[src/hdl/wake_pkg.sv]
// Shared constants and types for the break wake-up serial slave.
// Assumes one 200 MHz clock and 8N1 character framing.
package wake_pkg;

  // ****************************************************************
  // Character and break framing
  // ****************************************************************
  localparam int unsigned CLK_MHZ = 200;
  localparam logic [3:0] CHAR_BITS = 4'ha;
  localparam logic [3:0] DATA_BITS = 4'h8;
  localparam logic [1:0] BREAK_CHARS = 2'h3;
  localparam logic [5:0] BREAK_BITS = 6'(CHAR_BITS) * 6'(BREAK_CHARS);
  // Break is the line's asserted state, low at the logic pin
  localparam logic BREAK_LVL = 1'b0;
  localparam logic IDLE_LVL = 1'b1;

  // ****************************************************************
  // Reset values
  // ****************************************************************
  localparam logic [1:0] SYNC_RST = 2'h3;
  localparam logic [15:0] DIV_RST = 16'h0000;
  localparam logic [5:0] BRK_RST = 6'h00;
  localparam logic [9:0] TX_SHIFT_RST = 10'h3ff;

  typedef enum logic [1:0] {
    ST_SLEEP,
    ST_LISTEN,
    ST_ATTACHED
  } wake_state_t;

  typedef enum logic [1:0] {
    RX_IDLE,
    RX_BITS,
    RX_WAIT_IDLE
  } rx_state_t;

endpackage

[src/hdl/char_rx.sv]
// Serial character receiver, 8N1, mid-bit sampling.
// Assumes a synchronised line input and a divisor of at least 2.
`timescale 1ns/10ps
module char_rx
  import wake_pkg::*;
(
  // Clocking
  input wire logic mclk,
  input wire logic rst,
  input wire logic ce,
  // Line and timing
  input wire logic rxd,
  input wire logic [15:0] baud_div,
  // Received character
  output logic [7:0] data_q,
  output logic valid_q,
  output logic ferr_q
);

  rx_state_t state_q;
  logic [15:0] cnt_q;
  logic [3:0] bit_q;
  logic [7:0] shift_q;

  // ****************************************************************
  // Framing
  // ****************************************************************
  always_ff @(posedge mclk) begin
    if (rst) begin
      state_q <= RX_WAIT_IDLE;
      cnt_q <= DIV_RST;
      bit_q <= 4'h0;
      shift_q <= 8'h00;
      data_q <= 8'h00;
      valid_q <= 1'b0;
      ferr_q <= 1'b0;
    end else if (ce) begin
      valid_q <= 1'b0;
      ferr_q <= 1'b0;
      case (state_q)
        RX_IDLE: begin
          if (rxd == BREAK_LVL) begin
            state_q <= RX_BITS;
            cnt_q <= {1'b0, baud_div[15:1]};
            bit_q <= 4'h0;
          end
        end
        RX_BITS: begin
          if (cnt_q != 16'h0000) begin
            cnt_q <= cnt_q - 16'h0001;
          end else begin
            cnt_q <= baud_div - 16'h0001;
            bit_q <= bit_q + 4'h1;
            if (bit_q == 4'h0 && rxd != BREAK_LVL) begin
              state_q <= RX_IDLE;
            end else if (bit_q == CHAR_BITS - 4'h1) begin
              // Bad stop bit: a break lands here and is dropped
              if (rxd == IDLE_LVL) begin
                data_q <= shift_q;
                valid_q <= 1'b1;
                state_q <= RX_IDLE;
              end else begin
                ferr_q <= 1'b1;
                state_q <= RX_WAIT_IDLE;
              end
            end else if (bit_q != 4'h0) begin
              shift_q <= {rxd, shift_q[7:1]};
            end
          end
        end
        default: begin
          if (rxd == IDLE_LVL) begin
            state_q <= RX_IDLE;
          end
        end
      endcase
    end
  end

endmodule

[src/hdl/break_wake.sv]
// Serial slave front end with break wake-up and cable detection.
// Assumes message checking logic on mclk answers msg_ok or msg_bad.
`timescale 1ns/10ps
module break_wake
  import wake_pkg::*;
(
  // Clocking
  input wire logic mclk,
  input wire logic rst,
  input wire logic ce,
  // Serial pins
  input wire logic rxd,
  input wire logic cts,
  output logic txd_q,
  // Configuration
  input wire logic break_free,
  input wire logic [15:0] baud_div,
  // Received characters and message verdict
  output logic [7:0] rx_data_q,
  output logic rx_valid_q,
  output logic frame_err_q,
  input wire logic msg_ok,
  input wire logic msg_bad,
  input wire logic detach,
  // Reply transmit
  input wire logic tx_start,
  input wire logic [7:0] tx_data,
  output logic tx_busy_q,
  // Status
  output logic break_det_q,
  output logic awake_q,
  output logic attached_q,
  output logic cable_q
);

  wake_state_t state_q;
  logic [1:0] rxd_sq;
  logic [1:0] cts_sq;
  logic [1:0] bf_sq;
  logic line;
  logic bf;
  logic [15:0] brk_cnt_q;
  logic [5:0] brk_bits_q;
  logic brk_tick;
  logic brk_hit;
  logic [7:0] fr_data;
  logic fr_valid;
  logic fr_ferr;
  logic [9:0] tx_shift_q;
  logic [15:0] tx_cnt_q;
  logic [3:0] tx_bits_q;
  logic tx_go;

  // ****************************************************************
  // Pin synchronisers
  // ****************************************************************
  always_ff @(posedge mclk) begin
    if (rst) begin
      rxd_sq <= SYNC_RST;
      cts_sq <= 2'h0;
      bf_sq <= 2'h0;
    end else if (ce) begin
      rxd_sq <= {rxd_sq[0], rxd};
      cts_sq <= {cts_sq[0], cts};
      bf_sq <= {bf_sq[0], break_free};
    end
  end

  assign line = rxd_sq[1];
  assign bf = bf_sq[1];

  // ****************************************************************
  // Break detection
  // ****************************************************************
  assign brk_tick = (brk_cnt_q == baud_div - 16'h0001);
  assign brk_hit = brk_tick && line == BREAK_LVL
                   && brk_bits_q == BREAK_BITS - 6'h01;

  // Count whole bit times at break level, restart on idle
  always_ff @(posedge mclk) begin
    if (rst) begin
      brk_cnt_q <= DIV_RST;
      brk_bits_q <= BRK_RST;
    end else if (ce) begin
      if (line != BREAK_LVL) begin
        brk_cnt_q <= DIV_RST;
        brk_bits_q <= BRK_RST;
      end else if (brk_tick) begin
        brk_cnt_q <= DIV_RST;
        if (brk_bits_q != BREAK_BITS) begin
          brk_bits_q <= brk_bits_q + 6'h01;
        end
      end else begin
        brk_cnt_q <= brk_cnt_q + 16'h0001;
      end
    end
  end

  always_ff @(posedge mclk) begin
    if (rst) begin
      break_det_q <= 1'b0;
    end else if (ce) begin
      break_det_q <= brk_hit;
    end
  end

  // ****************************************************************
  // Character receiver
  // ****************************************************************
  char_rx u_rx (
    .mclk(mclk),
    .rst(rst),
    .ce(ce),
    .rxd(line),
    .baud_div(baud_div),
    .data_q(fr_data),
    .valid_q(fr_valid),
    .ferr_q(fr_ferr)
  );

  // Characters reach the checker only while awake
  always_ff @(posedge mclk) begin
    if (rst) begin
      rx_data_q <= 8'h00;
      rx_valid_q <= 1'b0;
      frame_err_q <= 1'b0;
    end else if (ce) begin
      rx_valid_q <= fr_valid && state_q != ST_SLEEP;
      frame_err_q <= fr_ferr && state_q != ST_SLEEP;
      if (fr_valid) begin
        rx_data_q <= fr_data;
      end
    end
  end

  // ****************************************************************
  // Wake state machine
  // ****************************************************************
  always_ff @(posedge mclk) begin
    if (rst) begin
      state_q <= ST_SLEEP;
    end else if (ce) begin
      case (state_q)
        ST_SLEEP: begin
          if (brk_hit || bf) begin
            state_q <= ST_LISTEN;
          end
        end
        ST_LISTEN: begin
          if (msg_ok) begin
            state_q <= ST_ATTACHED;
          end else if (msg_bad) begin
            state_q <= ST_SLEEP;
          end
        end
        default: begin
          if (brk_hit) begin
            state_q <= ST_LISTEN;
          end else if (detach) begin
            state_q <= ST_SLEEP;
          end
        end
      endcase
    end
  end

  always_ff @(posedge mclk) begin
    if (rst) begin
      awake_q <= 1'b0;
      attached_q <= 1'b0;
      cable_q <= 1'b0;
    end else if (ce) begin
      awake_q <= state_q != ST_SLEEP;
      attached_q <= state_q == ST_ATTACHED;
      cable_q <= cts_sq[1];
    end
  end

  // ****************************************************************
  // Reply transmitter
  // ****************************************************************
  // Replies only once attached; CTS plays no part
  assign tx_go = tx_start && !tx_busy_q && state_q == ST_ATTACHED;

  always_ff @(posedge mclk) begin
    if (rst) begin
      tx_shift_q <= TX_SHIFT_RST;
      tx_cnt_q <= DIV_RST;
      tx_bits_q <= 4'h0;
      tx_busy_q <= 1'b0;
      txd_q <= IDLE_LVL;
    end else if (ce) begin
      if (tx_go) begin
        tx_shift_q <= {IDLE_LVL, tx_data, BREAK_LVL};
        tx_cnt_q <= DIV_RST;
        tx_bits_q <= 4'h0;
        tx_busy_q <= 1'b1;
        txd_q <= BREAK_LVL;
      end else if (tx_busy_q) begin
        if (tx_cnt_q == baud_div - 16'h0001) begin
          tx_cnt_q <= DIV_RST;
          if (tx_bits_q == CHAR_BITS - 4'h1) begin
            tx_busy_q <= 1'b0;
            txd_q <= IDLE_LVL;
          end else begin
            tx_bits_q <= tx_bits_q + 4'h1;
            tx_shift_q <= {IDLE_LVL, tx_shift_q[9:1]};
            txd_q <= tx_shift_q[1];
          end
        end else begin
          tx_cnt_q <= tx_cnt_q + 16'h0001;
        end
      end
    end
  end
endmodule

[config.mk]
export PLATFORM = sky130hd
export DESIGN_NAME = break_wake
export DESIGN_NICKNAME = d
export VERILOG_FILES = /design/src/hdl/wake_pkg.sv /design/src/hdl/char_rx.sv /design/src/hdl/break_wake.sv
export SDC_FILE = /design/constraint.sdc
export NUM_CORES = 1
export LEC_CHECK = 0
export BUFFER_PORTS_ARGS = -buffer_cell sky130_fd_sc_hd__buf_2
export CAP_MARGIN = 20
export CORE_ASPECT_RATIO = 0.5
export CORE_UTILIZATION = 56
export DETAILED_ROUTE_END_ITERATION = 8
export PLACE_DENSITY = 0.75
export SETUP_SLACK_MARGIN = 0.2
export SLEW_MARGIN = 0
export SYNTH_ARGS = -nofsm -noshare
export SYNTH_HDL_FRONTEND = slang
export SYNTH_SLANG_ARGS = --single-unit
[constraint.sdc]
create_clock -name mclk -period 7.5 [get_ports mclk]
set_clock_uncertainty 0.1 [all_clocks]
set_input_delay 0.375 -clock mclk [delete_from_list [all_inputs] [get_ports mclk]]
set_output_delay 0.375 -clock mclk [all_outputs]
set_load 0.02 [all_outputs]
==> results.yml, run 1 <==
worst_setup_path:
  r2r-end: "u_rx.shift_q[4]$_SDFFE_PP0P_"
  crit_slowest_cell: "nor2_1"
  r2r_cells: 6
  required_ns: 7.70
  r2r-start: "u_rx.cnt_q[2]$_SDFFE_PP0P_"
  critPathMaxFanout: 10
  path_class: "reg2reg"
  max_stage_delay_ns: 0.79
  r2r_slack_ns: 4.13
  start_kind: "flop"
  cp.arrival_ns: 3.57
  path_cells: "nor4_1 -> nand4b_1 -> nor2_1 -> nand4b_1 -> mux2i_1 -> nor2_1"
  worst_setup_path_end_kind: "flop"
hold_path:
  hold_path_depth: 3
  hold_path.class: "in2reg"
  hold_path_startpoint: "rxd"
  min_to: "rxd_sq[0]$_SDFFE_PP1P_"
routing:
  drc: 0
  viasPerCell: 6.13
  finalWirelength_mm: 17.4
  first_pass_iters: 5
  drt_iter0_drc: 550
  antenna_left: 0
  dr_total_vias: 6149
  wl_per_cell_um: 17.3
floorplan:
  die_area_um2: 12400
  io_pins: 50
  initial_utilization: 0.592
  num_rows: 27
  die_h_um: 79.3
  coreArea_um2: 11300
  fp.dieW_um: 157
place:
  dp_cells: 971
  dpl-instance-area_um2: 6960
  io_buffers: 49
  place_congestion: 0.964
  pre_cts_ws_ns: 3.85
  place_hpwl_mm: 12.1
clock_network:
  clk_latency_ns: 0.42
  ctsHoldBuffers: 0
  ctsResizeCount: 0
  clkSinkCount: 114
  cts_inserted_buffers: 17
  clk_pin_slew_ns: 0.06
  cts_max_level: 4
  postCtsSetupBuffers: 0
  clockBufferDepth: 2
  cts_tree: "done"
  root_buffer: "clkbuf_16"
synthesis:
  yosys_warnings: 0
  avgSynthCellArea_um2: 8.26
  synth_top_cell_by_area: "dfxtp_1"
  synth_edf_count: 0
  synth_cells: 811
  postSynth.asyncResetShare: 0
  synth.top_cell.area_share: 0.341
  synth_seq_cells: 114
  synth-seq-area-share: 0.341
  syn-cell-area_um2: 6700
  ys_types: 79
  syn_nets: 858
  synth-main-ff-cell: "dfxtp_1"
  netlist_top_cells_area: "dfxtp_1 (34%), nor2_1 (5.9%), mux2i_1 (5.8%)"
finish:
  drive_gt1_frac: 0.136
  layout.nets: 878
  syn2layout_area_growth_pct: 12.6
  final_common_cell: "dfxtp_1"
  diodes: 0
  postLayoutCellArea_um2: 7540
  finalNonFillerCells: 1003
  most-common-layout-cells: "dfxtp_1 (114), nor2_1 (105), nand2_1 (67)"
  fillCellCount: 971
power:
  power_frac_seq: 0.399
  cellPowerDensity_nw_per_um2: 204
  total_power_mw: 1.54
  pwr-share-comb: 0.071
  peakVddDrop_v: 0.000150
  switching_share: 0.272
  power.leakage_nw: 3.04
  internal_power_mw: 1.12
  p_sw_uw: 418
  p_clk_frac: 0.530
global_route:
  grt_overflow_total: 0
  grt_max_degree: 65
  grt_pass1_vias: 5658
  antenna_found_initial: 0
  grt_pass1_wl_mm: 28.5
  track_usage: 0.297
sta:
  layout_setup_ws_ns: 4.13
  max_slew.worst_pin.slew_ns: 0.981
  tns_ns: 0
  rsz0062_at_grt: "no"
  setup_viol: 0
  fin_crit_sh: 0.450
  maxSlewViolCount: 0
  finalHoldViolCount: 0
  slew-limit-headroom: 0.343
  max_freq_mhz: 296
  period_needed_ns: 3.37
status:
  status: "finished, final reports clean"
run:
  maxCapViolCount: 0
## worst max-delay path by stage
| stage | end | startpoint | cells after the start | slack, ns |
|---|---|---|---|---|
| 2_1_floorplan | tx_cnt_q[10]$_SDFFE_PP0P_ | baud_div[0] | 11 | 4.54 |
| 3_3_place_gp | brk_cnt_q[14]$_SDFFE_PP0P_ | baud_div[0] | 11 | 3.97 |
| 3_5_place_dp | brk_cnt_q[2]$_SDFFE_PP0P_ | baud_div[0] | 11 | 3.85 |
| 4_1_cts | u_rx.shift_q[4]$_SDFFE_PP0P_ | u_rx.cnt_q[2]$_SDFFE_PP0P_ | 6 | 4.23 |
| 5_1_grt | u_rx.shift_q[5]$_SDFFE_PP0P_ | u_rx.cnt_q[6]$_SDFFE_PP0P_ | 6 | 3.83 |
| 6_report | u_rx.shift_q[4]$_SDFFE_PP0P_ | u_rx.cnt_q[2]$_SDFFE_PP0P_ | 6 | 4.13 |
## cell usage after synthesis (all sizes together), types with 3 or more instances
master	count
nand4	9
or3	6
a222oi	9
and3	14
nor3b	4
nand2b	10
a22oi	5
or2	7
nand2	68
xor2	23
mux2	7
and4	5
clkbuf	39
nand4b	3
a31o	3
a22o	3
nand3	38
ha	13
dfxtp	114
a21oi	50
o21ai	14
nor4b	4
o211ai	9
nand3b	11
o31ai	5
nor4	12
nor2b	6
xnor2	32
nor3	43
nor2	106
buf	14
mux2i	39
a31oi	22
inv	21
xnor3	5
## sequential cells by signal, summed over array words and instances, names as in the netlist, 4 cells and up
| name | cells |
|---|---|
| rx_data_q | 8 |
| tx_cnt_q | 16 |
| tx_shift_q | 8 |
| u_rx.shift_q | 8 |
| brk_cnt_q | 16 |
| u_rx.cnt_q | 16 |
| u_rx.data_q | 8 |
| tx_bits_q | 4 |
| brk_bits_q | 6 |
| u_rx.bit_q | 4 |
## kinds of logic after synthesis
| family | Yosys count | synth area share |
|---|---|---|
| xor+xnor | 61 | 0.0922 |
| simple gates | 353 | 0.275 |
| compound gates | 150 | 0.153 |
| flops | 114 | 0.341 |
| mux | 46 | 0.0700 |
| buf+inv | 74 | 0.0452 |
| fa+ha+maj | 13 | 0.0243 |
## power groups by stage
stage | Clock, mW | Sequential (mW) | Combinational (mW)
4_1_cts | 0.822 | 0.614 | 0.108
2_1_floorplan | 0 | 0.625 | 0.0798
5_1_grt | 0.848 | 0.614 | 0.119
6_report | 0.815 | 0.614 | 0.109
3_5_place_dp | 0 | 0.627 | 0.108
3_3_place_gp | 0 | 0.627 | 0.106
## layout make-up
type | instances | area [µm²] | share of cell area
repair buffers | 54 | 285 | 0.0378
clock inverters | 15 | 159 | 0.0211
multi-input cells | 623 | 4120 | 0.545
inverters | 21 | 78.8 | 0.0104
flip-flops and latches | 114 | 2280 | 0.302
clock buffers | 17 | 425 | 0.0564
well taps | 159 | 199 | 0.0264
## critical path: cells and delay by family (launching register included)
family / cells / cell delay [ns]
flip-flops: 1 / 0.35
AND/OR/NAND/NOR: 5 / 2.44
multiplexers: 1 / 0.35
## metal layers
metal  up-vias  wire, µm  GRT usage  part of all wire
met1      2931      8310      0.398              0.48
li1       2967         -          -                 -
met3        31      1270     0.0819             0.073
met4         0       310      0.100             0.018
met2       220      7460      0.462              0.43
met5         -         0          0                 0
## stage by stage
step                 util  hold slack, ns
floorplan               -           0.341
global placement    0.615           0.343
detailed placement  0.615           0.351
CTS                 0.667          0.0712
global route        0.667          0.0807
finish              0.667          0.0759
Note: power is estimated with default switching activity, not from simulation.
==> run 2: changes to the inputs <==
--- a/config.mk
+++ b/config.mk
@@ -5,12 +5,13 @@
 export SDC_FILE = /design/constraint.sdc
 export NUM_CORES = 1
 export LEC_CHECK = 0
+export ABC_AREA = 1
 export BUFFER_PORTS_ARGS = -buffer_cell sky130_fd_sc_hd__buf_2
 export CAP_MARGIN = 20
 export CORE_ASPECT_RATIO = 0.5
-export CORE_UTILIZATION = 56
+export CORE_UTILIZATION = 55
 export DETAILED_ROUTE_END_ITERATION = 8
-export PLACE_DENSITY = 0.75
+export PLACE_DENSITY = 0.77
 export SETUP_SLACK_MARGIN = 0.2
 export SLEW_MARGIN = 0
 export SYNTH_ARGS = -nofsm -noshare
==> constraint.sdc (replaced) <==
create_clock -name mclk -period 3 [get_ports mclk]
set_clock_uncertainty 0.1 [all_clocks]
set_input_delay 0.15 -clock mclk [delete_from_list [all_inputs] [get_ports mclk]]
set_output_delay 0.15 -clock mclk [all_outputs]
set_load 0.02 [all_outputs]
==> results.yml, run 2 <==
floorplan:
  initial_utilization: 0.584
  die_h_um: 79.7
  io_pins: 50
  die_area_um2: 12500
  coreArea_um2: 11400
  num_rows: 27
  fp.dieW_um: 157
clock_network:
  clk_pin_slew_ns: 0.06
  clkSinkCount: 114
  cts_max_level: 4
  clk_latency_ns: 0.42
  clockBufferDepth: 2
  cts_tree: "done"
  cts_inserted_buffers: 17
  root_buffer: "clkbuf_16"
global_route:
  grt_max_degree: 56
  track_usage: 0.307
  antenna_found_initial: 0
  grt_pass1_wl_mm: 30.1
  use_met3: 0.0619
  grt_overflow_total: 0
  grt_busiest_layer: "met2"
  grt_pass1_vias: 6239
  use_met1: 0.421
  met2_usage: 0.485
place:
  io_buffers: 49
  place_hpwl_mm: 12.6
  pre_cts_ws_ns: 0.450
  place_congestion: 0.960
worst_setup_path:
  r2r_slack_ns: 0.49
  required_ns: 3.21
  critPathMaxFanout: 14
  worst_setup_path_end_kind: "flop"
  cp.arrival_ns: 2.81
  start_kind: "input pin"
  path_class: "in2reg"
sta:
  fin_hold_ws_ns: 0.0218
  max_slew.worst_pin.slew_ns: 0.655
  slew-limit-headroom: 0.563
  rsz0062_at_grt: "no"
  layout_setup_ws_ns: 0.403
  finalHoldViolCount: 0
  max_freq_mhz: 385
  fin_crit_sh: 0.866
  maxSlewViolCount: 0
  period_needed_ns: 2.60
  tns_ns: 0
  setup_viol: 0
power:
  peakVddDrop_v: 0.000301
  power.leakage_nw: 3.38
  cellPowerDensity_nw_per_um2: 533
  total_power_mw: 4.17
synthesis:
  netlist_top_cells_area: "dfxtp_1 (34%), nand2_1 (15%), nand3_1 (7.4%)"
  synthAdderAreaFrac: 0.0245
  syn-cell-area_um2: 6640
  yosysMostFrequentCell: "nand2_1"
  syn_nets: 1062
  avgSynthCellArea_um2: 6.55
  synth_cells: 1015
  yosys.area_share.simple: 0.369
  synth_top_family_by_area: "simple AND/OR/NAND/NOR gates"
  synth-compound-area-share: 0.138
  ys_types: 42
  synthMuxAreaShare: 0
  synth_edf_count: 0
  yosys-top-cells-count: "nand2_1 (262), nor2_1 (126), dfxtp_1 (114), inv_1 (105), nand3_1 (98)"
  synth-seq-area-share: 0.344
  synth_top_cell_by_area: "dfxtp_1"
  synth.top_cell.area_share: 0.344
  synth_seq_cells: 114
  yosys_warnings: 0
  postSynth.asyncResetShare: 0
  synthXorXnorAreaFrac: 0.0409
  synth-main-ff-cell: "dfxtp_1"
finish:
  syn2layout_area_growth_pct: 17.6
  most-common-layout-cells: "nand2_1 (261), nor2_1 (124), dfxtp_1 (114)"
  diodes: 0
  top_regs: "brk_cnt_q: 16 flops, tx_cnt_q: 16 flops, u_rx.cnt_q: 16 flops"
  drive_gt1_frac: 0.114
  layout.nets: 1128
  final_common_cell: "nand2_1"
routing:
  drc: 0
  finalWirelength_mm: 18.1
  antenna_left: 0
  drt_iter0_drc: 688
  first_pass_iters: 7
  dr_total_vias: 6835
  viasPerCell: 5.45
  wl_per_cell_um: 14.4
status:
  status: "finished, final reports clean"
hold_path:
  hold_path.class: "in2reg"
run:
  maxCapViolCount: 0
run 2: cell count changes after synthesis, sizes merged, moves of 14 or more:
cell and change:
a21oi +24, a31oi -22, and3 -14, clkbuf -15, inv +89, mux2i -39, nand2 +202, nand3 +63
nor2 +28, nor3 -27, o21ai +37, xnor2 -27
run 2: cell families (layout without fill, tap and decap cells):
family                     Yosys count  in the layout
and+or+nand+nor                    553            553
AOI/OAI and AO/OA                  162            162
buffers and inverters              142            221
DFF                                114            114
xor gates and xnor gates            31             31
adders and majority gates           13             13
run 2: final cells by class:
type                       instances  area, µm²
timing repair buffer              76        500
clock inverter                    15        161
clock buffer                      17        425
sequential                       114       2280
multi-input combinational        759       3820
tap                              159        199
fill                            1033       3570
inverter                         113        424
run 2: power breakdown:
group | total, mW | switching [mW] | internal [mW] | leakage (nW)
sequential | 1.56 | 0.0240 | 1.54 | 0.922
combinational | 0.539 | 0.359 | 0.180 | 2.17
clock | 2.07 | 0.883 | 1.18 | 0.288
run 2: per-stage QoR:
| step | std cells | area, µm² | utilization |
|---|---|---|---|
| finish | 1253 | 7820 | 0.687 |
| global route | 1253 | 7820 | 0.687 |
| CTS | 1252 | 7780 | 0.683 |
| detailed placement | 1204 | 7030 | 0.618 |
| global placement | 1204 | 7030 | 0.618 |
| floorplan | 1015 | 6640 | - |
run 2: timing repair:
item | CTS | global route
buffers inserted | 0 | 1
gates resized for setup | 0 | 5
hold endpoints to repair | 16 | 0
hold buffers | 16 | 0
setup endpoints to repair | 0 | 14
run 2: critical path, cell delays in order:
cell and delay (ns):
dlygate4sd3_1 0.53, buf_2 0.15, nor2_1 0.22, nand2_2 0.14, nor2_8 0.17, nand2_1 0.07, nand2_1 0.07, nand2_1 0.12
inv_2 0.11, nand2_1 0.05, nand2_1 0.12, nand2_1 0.07, nor2_1 0.12, nand3_2 0.15, nand2_4 0.14, nand3_4 0.17
o21bai_1 0.22, nor2_1 0.05
run 2: routing by layer:
layer / vias to the layer above / wire (µm)
met1: 3126 / 8720
met3: 22 / 1280
li1: 3454 / -
met2: 233 / 7790
met5: - / 0
met4: 0 / 274
run 2: worst paths after layout:
kind | start | endpoint | cells past startpoint
worst max register to register | brk_cnt_q[0]$_SDFFE_PP0P_ | brk_cnt_q[14]$_SDFFE_PP0P_ | 15
worst min register to register | u_rx.valid_q$_SDFFE_PP0P_ | u_rx.valid_q$_SDFFE_PP0P_ | 2
worst max-delay path | baud_div[5] | tx_bits_q[0]$_SDFFE_PP0P_ | 18
worst min-delay path | baud_div[13] | u_rx.cnt_q[12]$_SDFFE_PP0P_ | 3
==> run 3: changes to the inputs <==
--- a/config.mk
+++ b/config.mk
@@ -9,6 +9,7 @@
 export BUFFER_PORTS_ARGS = -buffer_cell sky130_fd_sc_hd__buf_2
 export CAP_MARGIN = 20
 export CORE_ASPECT_RATIO = 0.5
+export CORE_MARGIN = 2
 export CORE_UTILIZATION = 55
 export DETAILED_ROUTE_END_ITERATION = 8
 export PLACE_DENSITY = 0.77
==> results.yml, run 3 (synthesis results as in run 2) <==
worst_setup_path:
  crit_slowest_cell: "dlygate4sd3_1"
  critPathMaxFanout: 7
  worst_setup_path_end_kind: "flop"
  cp_common_cell: "nand2_1"
  path_class: "in2reg"
  max_stage_delay_ns: 0.54
  path_buf_inv: 3
  r2r-start: "brk_cnt_q[0]$_SDFFE_PP0P_"
  path_cells: "dlygate4sd3_1 -> buf_2 -> inv_1 -> ha_1 -> nand2_2 -> nor2_2 -> nand2_1 -> nand2_1 -> nand2_1 -> nand2_1 -> nand3_1 -> nor3_2 -> nand3_2 -> nand2_4 -> nand3_2 -> nand2_1 -> nand2_1 -> nor2_1"
  crit_family: "simple AND/OR/NAND/NOR gates"
  crit_start: "baud_div[1]"
  required_ns: 3.25
  cp.arrival_ns: 2.87
  start_kind: "input pin"
hold_path:
  hold_path_startpoint: "baud_div[13]"
  hold_path.class: "in2reg"
clock_network:
  cts_inserted_buffers: 17
  cts_max_level: 4
  clk_latency_ns: 0.42
  root_buffer: "clkbuf_16"
  cts_tree: "done"
  clkSinkCount: 114
  clockBufferDepth: 2
  clk_pin_slew_ns: 0.06
finish:
  postLayoutCellArea_um2: 7860
  final_core_util: 0.665
  diodes: 0
  drive_gt1_frac: 0.114
  most-common-layout-cells: "nand2_1 (262), nor2_1 (124), dfxtp_1 (114)"
  layout.nets: 1130
  multi_input_area_um2: 3830
  syn2layout_area_growth_pct: 18.2
  final_common_cell: "nand2_1"
  top_regs: "brk_cnt_q: 16 flops, tx_cnt_q: 16 flops, u_rx.cnt_q: 16 flops"
  fillCellCount: 1025
  regArea_um2: 2280
routing:
  antenna_left: 0
  wl_met2_mm: 7.69
  met3_length_mm: 1.26
  wl_per_cell_um: 14.1
  drt_iter0_drc: 527
  finalWirelength_mm: 17.8
  first_pass_iters: 6
  drc: 0
  dr_total_vias: 6863
  wl_met1_mm: 8.49
  viasPerCell: 5.44
  top_layer: "met4"
sta:
  slew-limit-headroom: 0.502
  finalHoldViolCount: 0
  fin_crit_sh: 0.875
  max_slew.worst_pin.slew_ns: 0.744
  tns_ns: 0
  max_freq_mhz: 381
  maxSlewViolCount: 0
  period_needed_ns: 2.63
  rsz0062_at_grt: "no"
  setup_viol: 0
power:
  peakVddDrop_v: 0.000387
  power.leakage_nw: 3.40
  p_sw_mw: 1.17
  internal_power_mw: 3.03
  cellPowerDensity_nw_per_um2: 535
  switching_share: 0.278
  pwr-share-comb: 0.124
  power_frac_seq: 0.372
  total_power_mw: 4.20
  p_clk_frac: 0.503
place:
  place_hpwl_mm: 12.6
  place_congestion: 0.930
  io_buffers: 49
  dpl-instance-area_um2: 7050
run:
  maxCapViolCount: 0
floorplan:
  fp.dieW_um: 159
  num_rows: 28
  die_area_um2: 13000
  io_pins: 50
  initial_utilization: 0.563
  die_h_um: 81.7
  coreArea_um2: 11800
global_route:
  track_usage: 0.277
  grt_pass1_wl_mm: 28.9
  antenna_found_initial: 0
  grt_max_degree: 56
  grt_pass1_vias: 6031
  grt_overflow_total: 0
status:
  status: "finished, final reports clean"
[run 3: changes by cell type in the layout (fill, tap and decap cells not counted), sizes merged]
cell | before | now
bufinv | 1 | 3
inv | 122 | 115
clkinv | 4 | 8
nand3 | 101 | 102
clkbuf | 17 | 18
buf | 60 | 61
[run 3: repair_timing]
action / in CTS / in global routing
hold endpoints to repair: 16 / 0
setup buffers: 0 / 1
resized for setup: 0 / 4
endpoints found under the setup margin: 0 / 23
hold buffers: 16 / 0
[run 3: power by group through the flow]
stage | combinational, mW | sequential, mW | clock, mW
floorplan | 0.340 | 1.59 | 0
global placement | 0.484 | 1.60 | 0
detailed placement | 0.490 | 1.60 | 0
CTS | 0.510 | 1.56 | 2.13
global route | 0.581 | 1.57 | 2.19
finish | 0.523 | 1.56 | 2.11
[run 3: worst paths after layout]
| check | endpoint | slack [ns] | cells after the start |
|---|---|---|---|
| max | tx_bits_q[1]$_SDFFE_PP0P_ | 0.37 | 18 |
| min | u_rx.cnt_q[12]$_SDFFE_PP0P_ | 0.02 | 3 |
| max reg2reg | brk_cnt_q[14]$_SDFFE_PP0P_ | 0.59 | 15 |
| min reg2reg | tx_shift_q[5]$_SDFFE_PP1P_ | 0.37 | 2 |
[run 3: cell type report]
cell class                 instances  area share
clock inverter                    14      0.0226
inverter                         113      0.0543
timing repair buffer              77      0.0647
clock buffer                      18      0.0546
tap                              165      0.0263
multi-input combinational        760       0.487
sequential                       114       0.290
[run 3: metrics by stage]
step | worst slack (ns) | hold WS [ns] | std cells
2_1_floorplan | 0.945 | 0.176 | 1015
3_3_place_gp | 0.530 | 0.272 | 1211
3_5_place_dp | 0.432 | 0.289 | 1211
4_1_cts | 0.393 | 0.0106 | 1259
5_1_grt | 0.193 | 0.0465 | 1261
6_report | 0.374 | 0.0200 | 1261
[run 3: tightest hold or removal path, cell delays in order]
cell	delay [ns]
buf_2	0.14
a22oi_1	0.07
a21oi_1	0.14
[run 3: layer usage]
layer  track usage  vias up
li1              -     3464
met1         0.372     3118
met2         0.454      248
met3        0.0520       33
met4        0.0964        0
met5             0        -
